File: src/verilog/lbts_pkg.sv
// Shared constants, types and helpers of the logic block table selector
package lbts_pkg;
	localparam int NUM_BLK = 4;
	localparam int NUM_TBL = 3;
	localparam int NUM_CND = 3;
	localparam int NUM_COND = NUM_BLK * NUM_TBL * NUM_CND;
	localparam int BYTE_W = 8;

	localparam logic [7:0] COND_HIGHEST_INDEX = 8'h05;
	localparam logic [2:0] SUB_HIGHEST = 3'h0;
	localparam logic [2:0] SUB_ARG1_SRC = 3'h1;
	localparam logic [2:0] SUB_ARG1_NUM = 3'h2;
	localparam logic [2:0] SUB_ARG2_SRC = 3'h3;
	localparam logic [2:0] SUB_ARG2_NUM = 3'h4;
	localparam logic [2:0] SUB_OPERATOR = 3'h5;

	// Source codes; the numbering of the source list is not fixed here
	localparam logic [7:0] SRC_UNUSED = 8'h00;
	localparam logic [7:0] SRC_CONST = 8'h0a;

	localparam logic [7:0] CMP_EQ = 8'h00;
	localparam logic [7:0] CMP_NE = 8'h01;
	localparam logic [7:0] CMP_GT = 8'h02;
	localparam logic [7:0] CMP_GE = 8'h03;
	localparam logic [7:0] CMP_LT = 8'h04;
	localparam logic [7:0] CMP_LE = 8'h05;

	localparam logic [1:0] RES_FALSE = 2'h0;
	localparam logic [1:0] RES_TRUE = 2'h1;
	localparam logic [1:0] RES_ERROR = 2'h2;
	localparam logic [1:0] RES_NA = 2'h3;

	localparam logic [7:0] LOGIC_DEFAULT = 8'h00;
	localparam logic [7:0] LOGIC_AND_ALL = 8'h01;
	localparam logic [7:0] LOGIC_OR_ALL = 8'h02;
	localparam logic [7:0] LOGIC_AND_OR = 8'h03;
	localparam logic [7:0] LOGIC_OR_AND = 8'h04;

	localparam logic [1:0] TABLE_NONE = 2'h0;
	localparam logic [1:0] TABLE_A = 2'h1;
	localparam logic [1:0] TABLE_B = 2'h2;
	localparam logic [1:0] TABLE_C = 2'h3;
	localparam logic [1:0] IDX_LAST = 2'h2;

	localparam logic [2:0][7:0] OP_RESET = {LOGIC_DEFAULT, LOGIC_AND_ALL, LOGIC_AND_ALL};
	localparam logic [3:0][2:0][7:0] LUT_RESET = {
		{8'h06, 8'h05, 8'h04}, {8'h03, 8'h02, 8'h01},
		{8'h06, 8'h05, 8'h04}, {8'h03, 8'h02, 8'h01}};

	localparam logic [9:0] ADDR_ENABLE = 10'h200;
	localparam logic [5:0] PAGE_OP = 6'h21;
	localparam logic [5:0] PAGE_LUT = 6'h22;
	localparam logic [5:0] PAGE_SEL = 6'h23;
	localparam logic [5:0] PAGE_OUT = 6'h24;
	localparam logic [5:0] PAGE_NA = 6'h25;

	typedef struct packed {
		logic [7:0] arg1_src;
		logic [7:0] arg1_num;
		logic [7:0] arg2_src;
		logic [7:0] arg2_num;
		logic [7:0] oper;
	} lbts_cond_type;

	localparam lbts_cond_type COND_RESET = '{SRC_UNUSED, 8'h00, SRC_UNUSED, 8'h00, CMP_EQ};

	typedef struct packed {
		logic [31:0] value;
		logic err;
		logic unavail;
	} lbts_arg_type;

	typedef struct packed {
		logic [31:0] value;
		logic no_axis;
	} lbts_lut_type;

	typedef struct packed {
		logic [31:0] value;
		logic not_avail;
	} lbts_out_type;

	typedef struct packed {
		logic [7:0] arg1_src;
		logic [7:0] arg1_num;
		logic [7:0] arg2_src;
		logic [7:0] arg2_num;
	} lbts_req_type;

	typedef struct packed {
		logic region;
		logic [1:0] blk;
		logic [1:0] tbl;
		logic [1:0] cnd;
		logic [2:0] sub;
	} lbts_cond_addr_type;

	typedef struct packed {
		logic [5:0] page;
		logic [1:0] blk;
		logic [1:0] lane;
	} lbts_misc_addr_type;

	function automatic logic [5:0] lbts_cond_idx(input logic [1:0] b, input logic [1:0] t,
			input logic [1:0] c);
		lbts_cond_idx = 6'(b * NUM_TBL * NUM_CND + t * NUM_CND + c);
	endfunction : lbts_cond_idx
endpackage : lbts_pkg

File: src/verilog/lbts_cond_mem.sv
// Condition configuration store with a bus port and an evaluation port
`timescale 1ns/100ps
module lbts_cond_mem
	import lbts_pkg::*;
(
	input wire logic i_ref_clk,
	input wire logic i_sys_rst,
	input wire logic i_wr_en,
	input wire logic [5:0] i_wr_idx,
	input wire logic [2:0] i_wr_sub,
	input wire logic [7:0] i_wr_data,
	input wire logic [5:0] i_bus_idx,
	input wire logic [2:0] i_bus_sub,
	output logic [7:0] o_bus_data,
	input wire logic [5:0] i_ev_idx,
	output lbts_cond_type o_ev_word
);
	typedef struct packed {
		lbts_cond_type [NUM_COND-1:0] mem;
		logic [7:0] bus_rd;
		lbts_cond_type ev_rd;
	} lbts_mem_state_type;

	lbts_mem_state_type q;
	lbts_mem_state_type d;
	lbts_cond_type bus_entry;

	assign bus_entry = q.mem[i_bus_idx];
	assign o_bus_data = q.bus_rd;
	assign o_ev_word = q.ev_rd;

	always_comb begin
		d = q;
		if (i_wr_en) begin
			unique case (i_wr_sub) // RL3
				SUB_ARG1_SRC: d.mem[i_wr_idx].arg1_src = i_wr_data;
				SUB_ARG1_NUM: d.mem[i_wr_idx].arg1_num = i_wr_data;
				SUB_ARG2_SRC: d.mem[i_wr_idx].arg2_src = i_wr_data;
				SUB_ARG2_NUM: d.mem[i_wr_idx].arg2_num = i_wr_data;
				SUB_OPERATOR: d.mem[i_wr_idx].oper = i_wr_data;
				default: ;
			endcase
		end
		unique case (i_bus_sub) // RL3
			SUB_HIGHEST: d.bus_rd = COND_HIGHEST_INDEX;
			SUB_ARG1_SRC: d.bus_rd = bus_entry.arg1_src;
			SUB_ARG1_NUM: d.bus_rd = bus_entry.arg1_num;
			SUB_ARG2_SRC: d.bus_rd = bus_entry.arg2_src;
			SUB_ARG2_NUM: d.bus_rd = bus_entry.arg2_num;
			SUB_OPERATOR: d.bus_rd = bus_entry.oper;
			default: d.bus_rd = 8'h00;
		endcase
		d.ev_rd = q.mem[i_ev_idx];
	end

	// Operator resets to equal and both sources to unused
	always_ff @(posedge i_ref_clk or posedge i_sys_rst) begin
		if (i_sys_rst) begin
			q <= '{mem: {NUM_COND{COND_RESET}}, bus_rd: 8'h00, ev_rd: COND_RESET}; // RL8 RL9
		end else begin
			q <= d;
		end
	end
endmodule : lbts_cond_mem

File: src/verilog/lbts_selector.sv
// Logic block table selector: condition sweep, table choice and block outputs
// Function
// RL1: Four blocks, three tables, three conditions each
// RL2: Each condition evaluated before table combining
// RL3: Condition holds five byte fields plus highest index
// RL4: First argument always another block output
// RL5: Second argument block output or constant entry
// RL6: Software sets constants at first argument resolution
// RL7: Operator codes equal through less-or-equal
// RL8: Operator resets to equal
// RL9: Sources reset unused; unused gives not-applicable
// RL10: Results false, true, error, not-applicable
// RL11: Combiner codes default, and, or, mixes
// RL12: Tables A, B reset and; C default
// RL13: Default-table combiner selects table unconditionally
// RL14: All-and: not-applicable counts true
// RL15: All-or: any true selects
// RL16: And-then-or: one and two, or three
// RL17: Or-then-and: three with one or two
// RL18: Tables A, B, C in order, first wins
// RL19: Nothing selected falls back to table A
// RL20: Software puts default table on highest table
// RL21: Selected table number readable, updated on change
// RL22: Per-block enable, all disabled at reset
// RL23: Selected lookup table output is block output
// RL24: No axis source gives not-available output
// RL25: Everything re-evaluated every sweep
`timescale 1ns/100ps
module lbts_selector
	import lbts_pkg::*;
(
	input wire logic i_ref_clk,
	input wire logic i_sys_rst,
	input wire logic [9:0] i_addr,
	input wire logic [7:0] i_wr_data,
	input wire logic i_wr_stb,
	input wire logic i_rd_stb,
	output logic [7:0] o_rd_data,
	output lbts_req_type o_arg_req,
	input wire lbts_arg_type i_arg1,
	input wire lbts_arg_type i_arg2,
	input wire logic [31:0] i_const_value,
	output logic [7:0] o_lut_idx,
	input wire lbts_lut_type i_lut,
	output lbts_out_type [NUM_BLK-1:0] o_block_out,
	output logic [NUM_BLK-1:0][1:0] o_selected_table
);
	typedef struct packed {
		logic [NUM_BLK-1:0] enable;
		logic [NUM_BLK-1:0][NUM_TBL-1:0][7:0] logic_op;
		logic [NUM_BLK-1:0][NUM_TBL-1:0][7:0] lut_num;
		logic [1:0] s_blk;
		logic [1:0] s_tbl;
		logic [1:0] s_cnd;
		logic p_vld;
		logic [1:0] p_blk;
		logic [1:0] p_tbl;
		logic [1:0] p_cnd;
		logic [1:0][1:0] res;
		logic [1:0] hit;
		logic [NUM_BLK-1:0][1:0] sel;
		logic [1:0] o_blk;
		lbts_out_type [NUM_BLK-1:0] out;
		logic [7:0] lut_idx;
		logic rd_mem;
		logic [7:0] rd_misc;
	} lbts_state_type;

	lbts_state_type q;
	lbts_state_type d;
	lbts_cond_addr_type ca;
	lbts_misc_addr_type ma;
	lbts_cond_type ev_word;
	logic [7:0] mem_rd;
	logic cond_ok;
	logic mem_wr;
	logic [1:0] cur_res;

	// Compare first argument against second under the operator code
	function automatic logic [1:0] eval_cond(input lbts_cond_type c, input lbts_arg_type a1,
			input lbts_arg_type a2, input logic [31:0] cval);
		logic [31:0] b;
		logic b_err;
		logic b_na;
		logic t;
		b = a2.value;
		b_err = a2.err;
		b_na = a2.unavail;
		t = 1'b0;
		if (c.arg2_src == SRC_CONST) begin // RL5
			b = cval;
			b_err = 1'b0;
			b_na = 1'b0;
		end
		if (c.arg1_src == SRC_UNUSED || c.arg2_src == SRC_UNUSED) begin // RL9
			eval_cond = RES_NA;
		end else if (a1.err || b_err) begin // RL10
			eval_cond = RES_ERROR;
		end else if (a1.unavail || b_na) begin // RL10
			eval_cond = RES_NA;
		end else begin
			eval_cond = RES_FALSE;
			unique case (c.oper) // RL7
				CMP_EQ: t = $signed(a1.value) == $signed(b);
				CMP_NE: t = $signed(a1.value) != $signed(b);
				CMP_GT: t = $signed(a1.value) > $signed(b);
				CMP_GE: t = $signed(a1.value) >= $signed(b);
				CMP_LT: t = $signed(a1.value) < $signed(b);
				CMP_LE: t = $signed(a1.value) <= $signed(b);
				default: eval_cond = RES_ERROR;
			endcase
			if (c.oper <= CMP_LE) begin
				eval_cond = t ? RES_TRUE : RES_FALSE; // RL10
			end
		end
	endfunction : eval_cond

	// Combine three condition results under the table's combiner code
	function automatic logic combine(input logic [7:0] op, input logic [1:0] r1,
			input logic [1:0] r2, input logic [1:0] r3);
		logic t1;
		logic t2;
		logic t3;
		t1 = r1 == RES_TRUE;
		t2 = r2 == RES_TRUE;
		t3 = r3 == RES_TRUE;
		unique case (op) // RL11
			LOGIC_DEFAULT: combine = 1'b1; // RL13
			LOGIC_AND_ALL: combine = (r1 != RES_FALSE) && (r1 != RES_ERROR) &&
				(r2 != RES_FALSE) && (r2 != RES_ERROR) &&
				(r3 != RES_FALSE) && (r3 != RES_ERROR); // RL14
			LOGIC_OR_ALL: combine = t1 || t2 || t3; // RL15
			LOGIC_AND_OR: combine = (t1 && t2) || t3; // RL16
			LOGIC_OR_AND: combine = (t1 || t2) && t3; // RL17
			// Unknown combiner codes never select, so the fallback still applies
			default: combine = 1'b0;
		endcase
	endfunction : combine

	// First hit in table order wins; no hit falls back to table A
	function automatic logic [1:0] pick(input logic hit_a, input logic hit_b,
			input logic hit_c);
		if (hit_a) begin // RL18
			pick = TABLE_A;
		end else if (hit_b) begin
			pick = TABLE_B;
		end else if (hit_c) begin
			pick = TABLE_C;
		end else begin
			pick = TABLE_A; // RL19
		end
	endfunction : pick

	assign ca = lbts_cond_addr_type'(i_addr);
	assign ma = lbts_misc_addr_type'(i_addr);
	assign cond_ok = !ca.region && ca.tbl <= IDX_LAST && ca.cnd <= IDX_LAST &&
		ca.sub <= SUB_OPERATOR;
	assign mem_wr = i_wr_stb && cond_ok && ca.sub != SUB_HIGHEST;

	lbts_cond_mem u_cond_mem (
		.i_ref_clk(i_ref_clk),
		.i_sys_rst(i_sys_rst),
		.i_wr_en(mem_wr),
		.i_wr_idx(lbts_cond_idx(ca.blk, ca.tbl, ca.cnd)),
		.i_wr_sub(ca.sub),
		.i_wr_data(i_wr_data),
		.i_bus_idx(lbts_cond_idx(ca.blk, ca.tbl, ca.cnd)),
		.i_bus_sub(ca.sub),
		.o_bus_data(mem_rd),
		.i_ev_idx(lbts_cond_idx(q.s_blk, q.s_tbl, q.s_cnd)),
		.o_ev_word(ev_word)
	);

	// Argument lookup answers within the same cycle from neighbouring logic
	assign o_arg_req = '{ev_word.arg1_src, ev_word.arg1_num,
		ev_word.arg2_src, ev_word.arg2_num}; // RL4 RL5
	assign cur_res = eval_cond(ev_word, i_arg1, i_arg2, i_const_value);

	assign o_lut_idx = q.lut_idx; // RL23
	assign o_block_out = q.out;
	assign o_selected_table = q.sel;
	assign o_rd_data = q.rd_mem ? mem_rd : q.rd_misc;

	always_comb begin
		logic hit_now;
		logic [1:0] nxt_tbl;
		hit_now = 1'b0;
		nxt_tbl = 2'h0;
		d = q;

		// Sweep one condition per cycle over every block, table and condition
		d.s_cnd = q.s_cnd + 2'h1; // RL25
		if (q.s_cnd == IDX_LAST) begin
			d.s_cnd = 2'h0;
			d.s_tbl = q.s_tbl + 2'h1;
			if (q.s_tbl == IDX_LAST) begin
				d.s_tbl = 2'h0;
				d.s_blk = q.s_blk + 2'h1; // RL1
			end
		end
		d.p_vld = 1'b1;
		d.p_blk = q.s_blk;
		d.p_tbl = q.s_tbl;
		d.p_cnd = q.s_cnd;

		// Later tables are still swept but cannot override an earlier hit
		if (q.p_vld) begin
			if (q.p_cnd != IDX_LAST) begin
				d.res[q.p_cnd[0]] = cur_res; // RL2
			end else begin
				hit_now = combine(q.logic_op[q.p_blk][q.p_tbl], q.res[0], q.res[1], cur_res);
				if (q.p_tbl != IDX_LAST) begin
					d.hit[q.p_tbl[0]] = hit_now;
				end else if (q.enable[q.p_blk]) begin
					d.sel[q.p_blk] = pick(q.hit[0], q.hit[1], hit_now); // RL18 RL21
				end else begin
					d.sel[q.p_blk] = TABLE_NONE; // RL22
				end
			end
		end

		// Block outputs are refreshed round robin, one block per cycle
		d.o_blk = q.o_blk + 2'h1;
		if (q.enable[q.o_blk] && q.sel[q.o_blk] != TABLE_NONE) begin
			d.out[q.o_blk].value = i_lut.value; // RL23
			d.out[q.o_blk].not_avail = i_lut.no_axis; // RL24
		end else begin
			d.out[q.o_blk].value = 32'h0000_0000;
			d.out[q.o_blk].not_avail = 1'b1; // RL22
		end

		if (i_wr_stb && ca.region) begin
			if (i_addr == ADDR_ENABLE) begin
				d.enable = i_wr_data[NUM_BLK-1:0]; // RL22
			end else if (ma.page == PAGE_OP && ma.lane <= IDX_LAST) begin
				d.logic_op[ma.blk][ma.lane] = i_wr_data; // RL11
			end else if (ma.page == PAGE_LUT && ma.lane <= IDX_LAST) begin
				d.lut_num[ma.blk][ma.lane] = i_wr_data;
			end
		end

		d.rd_mem = 1'b0;
		d.rd_misc = 8'h00;
		if (i_rd_stb) begin
			if (cond_ok) begin
				d.rd_mem = 1'b1; // RL3
			end else if (ca.region) begin
				if (i_addr == ADDR_ENABLE) begin
					d.rd_misc = 8'(q.enable);
				end else if (ma.page == PAGE_OP && ma.lane <= IDX_LAST) begin
					d.rd_misc = q.logic_op[ma.blk][ma.lane];
				end else if (ma.page == PAGE_LUT && ma.lane <= IDX_LAST) begin
					d.rd_misc = q.lut_num[ma.blk][ma.lane];
				end else if (ma.page == PAGE_SEL && ma.lane == 2'h0) begin
					d.rd_misc = 8'(q.sel[ma.blk]); // RL21
				end else if (ma.page == PAGE_OUT) begin
					d.rd_misc = q.out[ma.blk].value[ma.lane*BYTE_W +: BYTE_W];
				end else if (ma.page == PAGE_NA && ma.lane == 2'h0) begin
					d.rd_misc = 8'(q.out[ma.blk].not_avail); // RL24
				end
			end
		end

		// Index is registered one cycle ahead, so the lookup request leaves a flip-flop
		if (d.sel[d.o_blk] != TABLE_NONE) begin
			nxt_tbl = d.sel[d.o_blk] - TABLE_A;
		end
		d.lut_idx = d.lut_num[d.o_blk][nxt_tbl]; // RL23
	end

	always_ff @(posedge i_ref_clk or posedge i_sys_rst) begin
		if (i_sys_rst) begin
			q <= '{
				enable: '0, // RL22
				logic_op: {NUM_BLK{OP_RESET}}, // RL12
				lut_num: LUT_RESET,
				s_blk: 2'h0,
				s_tbl: 2'h0,
				s_cnd: 2'h0,
				p_vld: 1'b0,
				p_blk: 2'h0,
				p_tbl: 2'h0,
				p_cnd: 2'h0,
				res: '0,
				hit: '0,
				sel: '0,
				o_blk: 2'h0,
				out: {NUM_BLK{33'h0_0000_0001}},
				lut_idx: LUT_RESET[0][0],
				rd_mem: 1'b0,
				rd_misc: 8'h00
			};
		end else begin
			q <= d;
		end
	end
endmodule : lbts_selector
File: config.mk
export PLATFORM = sky130hd
export DESIGN_NAME = lbts_selector
export DESIGN_NICKNAME = d
export VERILOG_FILES = /design/src/verilog/lbts_pkg.sv /design/src/verilog/lbts_cond_mem.sv /design/src/verilog/lbts_selector.sv
export SDC_FILE = /design/constraint.sdc
export NUM_CORES = 2
export LEC_CHECK = 0
export ABC_AREA = 1
export BUFFER_PORTS_ARGS = -buffer_cell sky130_fd_sc_hd__buf_2
export CORE_MARGIN = 3
export CORE_UTILIZATION = 28
export DETAILED_ROUTE_END_ITERATION = 8
export HOLD_SLACK_MARGIN = 0.06
export PLACE_DENSITY_LB_ADDON = 0.12
export SYNTH_ARGS = -nofsm -noshare
export SYNTH_HDL_FRONTEND = slang
export SYNTH_SLANG_ARGS = --single-unit
File: constraint.sdc
create_clock -name i_ref_clk -period 121.9 [get_ports i_ref_clk]
set_clock_uncertainty 0.15 [all_clocks]
set_input_delay 24.38 -clock i_ref_clk [delete_from_list [all_inputs] [get_ports i_ref_clk]]
set_output_delay 24.38 -clock i_ref_clk [all_outputs]
set_load 0.1 [all_outputs]
# After elaboration in Yosys (flattened, before gate mapping)
# Index checks and enable logic that the tools add are counted.
dict set report classes {
  addsub 9
  n_div 0
  n_mux 118
  eq_ne 33
  n_shift 1
  order_cmp 27
  bitwise_logic 4
  reduce_logical 52
  n_mul 6
}
# cell n
set op_table {}
lappend op_table {{bitwise mux 1440 bit} 5}
lappend op_table {{case mux 1440 bit (5 select lines)} 1}
lappend op_table {{demux 40 bit (select 6 bit)} 5}
lappend op_table {{bitwise mux 132 bit} 4}
lappend op_table {{binary-select mux 40 bit (select 6 bit)} 2}
lappend op_table {{two-way mux 96 bit} 4}
lappend op_table {{binary-select mux 24 bit (select 2 bit)} 4}
lappend op_table {{bitwise mux 96 bit} 2}
lappend op_table {{two-way mux 24 bit} 6}
lappend op_table {{two-way mux 8 bit} 18}
lappend op_table {{demux 33 bit (select 2 bit)} 2}
lappend op_table {{two-way mux 132 bit} 1}
lappend op_table {{two-way mux 40 bit} 3}
lappend op_table {{binary-select mux 33 bit (select 2 bit)} 1}
lappend op_table {{two-way mux 33 bit} 2}
lappend op_table {{binary-select mux 8 bit (select 2 bit)} 4}
lappend op_table {{two-way mux 32 bit} 2}
lappend op_table {{demux 24 bit (select 2 bit)} 1}
lappend op_table {{case mux 8 bit (6 select lines)} 1}
lappend op_table {{two-way mux 2 bit} 20}
lappend op_table {{equality test 32 bit} 1}
lappend op_table {{equality test 8 x 2 -> 1 bit (second input constant)} 4}
lappend op_table {{>= comparator 32 bit} 1}
lappend op_table {{greater-than comparator 32 bit} 1}
lappend op_table {{59 further kinds} 155}
dict set report word_totals {
  out_inout_bits 188
  memories 0
  ramBits 0
  word_cells 487
  ff_bits 1862
  inputBits 155
  mem_bits_ro 0
  latchBits 0
}

# Logic depth before layout (Yosys ltp)
dict set report depth {
  word_depth 36
  ltp_mapped 34
  ltp_nobuf 34
}

# Cells and area by module
# A second synthesis with hierarchy kept.
dict set report unflattened {
  hier_cells 14411
  area_unflattened_um2 107818.4
}
# module cells_per_inst area_per_inst_um2 n_inst seq_area_each_um2
set by_module_without_submodules {}
lappend by_module_without_submodules {lbts_cond_mem 11765 86531.7 1 37235.7}
lappend by_module_without_submodules {lbts_selector 2646 21286.7 1 9397.8}

# Worst setup path after synthesis
# OpenSTA, ideal clock, no wires.
dict set report synth_path {
  path_type {input port to flip-flop}
  startpoint {input port i_addr[7]}
  endpoint {register u_cond_mem.q[943] (netlist bit)}
  setup_time_ps 128
  arrival_ps 27833
  stages 21
  path_slack_ps 93789
  n_path_buf 1
  required_time_ps 121622
  cell_sequence {inv_1 ha_1 inv_1 ha_1 fa_1 ha_1 nand2_1 nor2_1 a211oi_4 nor2_1 nor2_1 nor2_1 nor2_4 inv_2 nor2_2 nand2_2 nor2_2 inv_2 buf_2 nor2_4 mux2_1}
}
dict set report synth_via {
  elab_chain_len 10
  word_cells_on_any_way 19
  cone_classes {add/sub: 2; mul: 2; order compare: 2; mux: 12; reduce/logical: 1}
}
# element line
set synth_rtl {}
lappend synth_rtl {{from (decl)} lbts_selector.sv:34} ;# input wire logic [9:0] i_addr,
lappend synth_rtl {{multiplier 2 x 2 -> 4 bit *} lbts_pkg.sv:106} ;# lbts_cond_idx = 6'(b * NUM_TBL * NUM_CND + t * NUM_CND + c);
lappend synth_rtl {{multiplier 4 x 2 -> 6 bit *} lbts_pkg.sv:106}
lappend synth_rtl {{adder 6 x 4 -> 6 bit *} lbts_pkg.sv:106}
lappend synth_rtl {{adder 6 x 2 -> 6 bit *} lbts_pkg.sv:106}
lappend synth_rtl {{< comparator 6 x 7 -> 1 bit (not written as such) / >= comparator 6 x 1 -> 1 bit (equally long branches)} lbts_cond_mem.sv:39} ;# SUB_ARG2_NUM: d.mem[i_wr_idx].arg2_num = i_wr_data;
lappend synth_rtl {{logical AND 1 bit (not written as such)} lbts_cond_mem.sv:39}
lappend synth_rtl {{two-way mux 16 bit (not written as such)} lbts_cond_mem.sv:39}
lappend synth_rtl {{demux 40 bit (select 6 bit)} -}
lappend synth_rtl {{bitwise mux 1440 bit} lbts_cond_mem.sv:39}
lappend synth_rtl {{case mux 1440 bit (5 select lines) *} lbts_cond_mem.sv:35} ;# unique case (i_wr_sub)
lappend synth_rtl {{to (signal assigned)} lbts_cond_mem.sv:59} ;# q <= '{mem: {NUM_COND{COND_RESET}}, bus_rd: 8'h00, ev_rd: COND_RESET};
lappend synth_rtl {{to (decl)} lbts_cond_mem.sv:24} ;# lbts_mem_state_type q;
# Mark *: on every way between the ends. The rest lies on a longest branch, timed or not.
# A chain may end at the register's enable or synchronous reset.

==> results.cfg <==
[route]
drt_wl_total_um = 561000
vias = 99427
drt_iter0_drc = 15010
wl_met1_um = 229000
drc = 0
drtPass1Iterations = 7
vias_per_cell = 5.90
top_layer = met5
antenna_left = 0
dr_wl_met2_um = 239000
route.met3.wl_um = 61400
wl_per_cell_um = 33.3

[power]
power_mw = 1.99
p_sw_uw = 779
ir_drop_v = 0.0000133
seq_power_share_pct = 35.3
power.leakage_nw = 55.4
sw_frac_of_total_pct = 39.2
p_int_mw = 1.21
power_frac_clock_pct = 36.9
combPwrFrac_pct = 27.8
pwr_density_cell_mw_per_mm2 = 17.7

[yosys]
synth_top_area_share_pct = 46.3
ys_seq_area_share_pct = 47.1
synth_common_cells = dfrtp_1 (1831), inv_1 (1634), nand2_1 (1592)
synth_top_area_cell = dfrtp_1
ys_ff_latch = 1862
synthCells = 12124
synth_enable_flop_cells = 0
synth.most_common_cell = dfrtp_1
syn_area_per_cell_um2 = 8.16
syn_nets = 12351
synth_cell_types = 75
syn-cell-area_mm2 = 0.0989
synthTopCellsByArea = dfrtp_1 (46%), o22ai_1 (9.5%), o21ai_0 (7.5%), inv_1 (6.2%), nand2_1 (6.0%)
yosysWarnings = 0
synth_top_flop_cell = dfrtp_1
synth-async-reset-ratio_pct = 100

[clock_network]
clkSinkCount = 1862
insertion_delay_ps = 1010
root_buffer = clkbuf_16
clkSlewWorstSetupHoldPaths_ps = 60
htreeDepth = 4
tritoncts.num_buffers = 231
clk_path_buf_depth = 4
post-cts-setup-buffers = 0
ctsResizeCount = 0
ctsHoldBuffers = 0
cts_tree = done

[worst_setup_path]
crit_start = i_addr[4]
critPathKind = in2reg
worst_ep_arrival_time_ps = 31470
endpoint = u_cond_mem.o_bus_data[2]$_DFF_PP0_
critPathBufInv = 6
cpMaxStageDelayCell = o41ai_1
slowest_delay_ps = 1200
r2r_end = u_cond_mem.o_ev_word[26]$_DFF_PP0_
start_kind = input pin
cp.depth = 16
cp_max_fo = 35
cp-end-kind = flop
reg2regPathDepth = 16
reg2reg_slack_ps = 113760
path_cells = buf_2, fa_1, inv_1, fa_1, fa_1, inv_1, nand3_4, buf_4, buf_4, buf_4, o22ai_1, o41ai_1, nand4_1, a221oi_1, a41oi_1, nand4_1
worstPathRequired_ps = 122670
critical-path-top-delay-family = buffers and inverters
r2r-start = d[167]$_DFFE_PP0N_

[timing]
tightest_slew_ps = 1460
rsz0062_at_grt = no
finalHoldViolCount = 0
fin_tns_setup_ps = 0
setup_viol = 0
fin_crit_ps = 30700
min_period_over_period_pct = 25.2
relSlewSlack_pct = 2.33
finalMaxSlewViolations = 0
timing.fmax_mhz = 32.6

[floorplanning]
coreArea_mm2 = 0.351
rows = 217
start_util_pct = 28.2
io_pins = 343
fp.dieW_um = 600
fp.dieH_um = 600
die-area_mm2 = 0.360

[grt]
grt_max_degree = 146
grt_pass1_wl_um = 774000
grtUsageTotal_pct = 29.9
grt_pass1_vias = 92635
grt_overflow = 0
antenna_found_initial = 73

[job]
maxCapViolCount = 0

[finish]
drive_gt1_share_pct = 11.9
syn2layout_area_growth_pct = 13.8
nNetsFinal = 12143

[outcome]
status = finished, final reports clean

[min_path]
hp-class = reg2reg

[placed_design]
routabilityCongestion = 0.982
io_buffers = 342
dp_hpwl_um = 372000
[layout make-up]
type,instances,area [µm²]
diodes,47,118
multi-input cells,7467,41500
clock buffers,349,6910
flip-flops and latches,1862,46600
well taps,4708,5890
fillers,36830,238000
repair buffers,615,3990
clock inverters,69,950
inverters,1739,6640
[flip-flops by register name, summed over array words and instances (netlist names)]
register	flops
d	6
u_cond_mem.q	1440
o_selected_table	8
o_lut_idx	8
q	220
u_cond_mem.o_ev_word	40
o_block_out	132
u_cond_mem.o_bus_data	8
[worst min-delay path by stage]
stage / from / endpoint / slack, ps / depth (start not counted)
3_3_place_gp: d[165]$_DFF_PP0_ / q[165]$_DFF_PP0_ / 270 / 0
3_5_place_dp: d[165]$_DFF_PP0_ / q[165]$_DFF_PP0_ / 260 / 0
6_report: d[165]$_DFF_PP0_ / q[165]$_DFF_PP0_ / 290 / 0
5_1_grt: d[165]$_DFF_PP0_ / q[165]$_DFF_PP0_ / 310 / 0
2_1_floorplan: d[165]$_DFF_PP0_ / q[165]$_DFF_PP0_ / 250 / 0
4_1_cts: d[165]$_DFF_PP0_ / q[165]$_DFF_PP0_ / 290 / 0
[power by group through the flow]
stage,Clock (mW),Sequential (mW),Combinational (mW)
final,0.734,0.702,0.554
after global placement,0,0.710,0.525
after floorplan,0,0.693,0.258
after global routing,0.766,0.704,0.559
after detailed placement,0,0.710,0.529
after CTS,0.744,0.699,0.530
[cell usage in the layout (no fill, tap or decap), types with 20 or more instances in the layout]
cell	netlist	layout
a21oi_1	438	438
a311oi_1	28	27
ha_1	62	58
o41ai_2	0	34
o2111ai_1	49	49
dfrtp_1	1831	1830
clkbuf_16	0	233
nand4_1	75	75
buf_4	182	254
o22ai_1	1500	1500
o221ai_1	152	152
nor2_1	738	731
mux2_2	45	45
o21ai_1	298	299
diode_2	0	47
nor4_1	26	25
clkinv_2	0	40
inv_2	95	92
dfstp_2	31	31
a221oi_1	66	66
nand2_1	1592	1589
o41ai_1	96	62
clkbuf_1	668	52
o21a_1	44	44
nand3_1	127	123
a22oi_1	32	32
o21ai_0	1480	1478
buf_2	104	342
mux2i_1	109	109
nor3_1	22	22
nor2_2	113	117
clkbuf_8	0	64
a31oi_1	72	71
o211ai_1	65	65
inv_1	1634	1620
nor2_4	44	47
a211oi_1	20	20
[worst reg2reg max path: stages, from the launching register on]
cell and delay [ps]:
dfrtp_1 470, fa_1 540, inv_1 50, fa_4 450, fa_4 1230, buf_4 700
buf_4 560, buf_4 700, o21ai_0 210, a21oi_1 190, nor2_1 70, a311oi_1 590
buf_4 300, a31oi_1 100, mux2i_1 900, nand2_1 340, o21ai_0 450
[stage by stage]
| step | util (%) | worst slack, ps | hold WS [ps] | area, µm² | instances |
|---|---|---|---|---|---|
| after floorplan | - | 44850 | 245 | 98900 | 12124 |
| after global placement | 29.8 | 90300 | 271 | 105000 | 16388 |
| after detailed placement | 29.8 | 90640 | 263 | 105000 | 16391 |
| after CTS | 32.1 | 91670 | 289 | 112000 | 16809 |
| final | 32.1 | 91200 | 288 | 113000 | 16856 |
| after global routing | 32.1 | 91220 | 314 | 113000 | 16826 |
[cells by family (layout without fill, tap and decap cells)]
family / count (synthesis) / in the layout / share of synthesized area (%)
buffers and inverters: 2795 / 2772 / 11.5
XOR/XNOR: 6 / 6 / 0.0911
AO/OA/AOI/OAI: 4434 / 4434 / 26.7
multiplexers: 166 / 166 / 1.75
adder cells (fa/ha/maj): 72 / 72 / 0.987
AND/OR/NAND/NOR: 2788 / 2788 / 11.9
other: 1 / 48 / 0.00379
flip-flops: 1862 / 1862 / 47.1
[layer usage]
layer / vias up / track usage, %
met3: 1377 / 8.24
li1: 41532 / -
met5: - / 0
met4: 36 / 14.7
met1: 49750 / 40.0
met2: 6732 / 44.1
(Power assumes the default switching activity.)
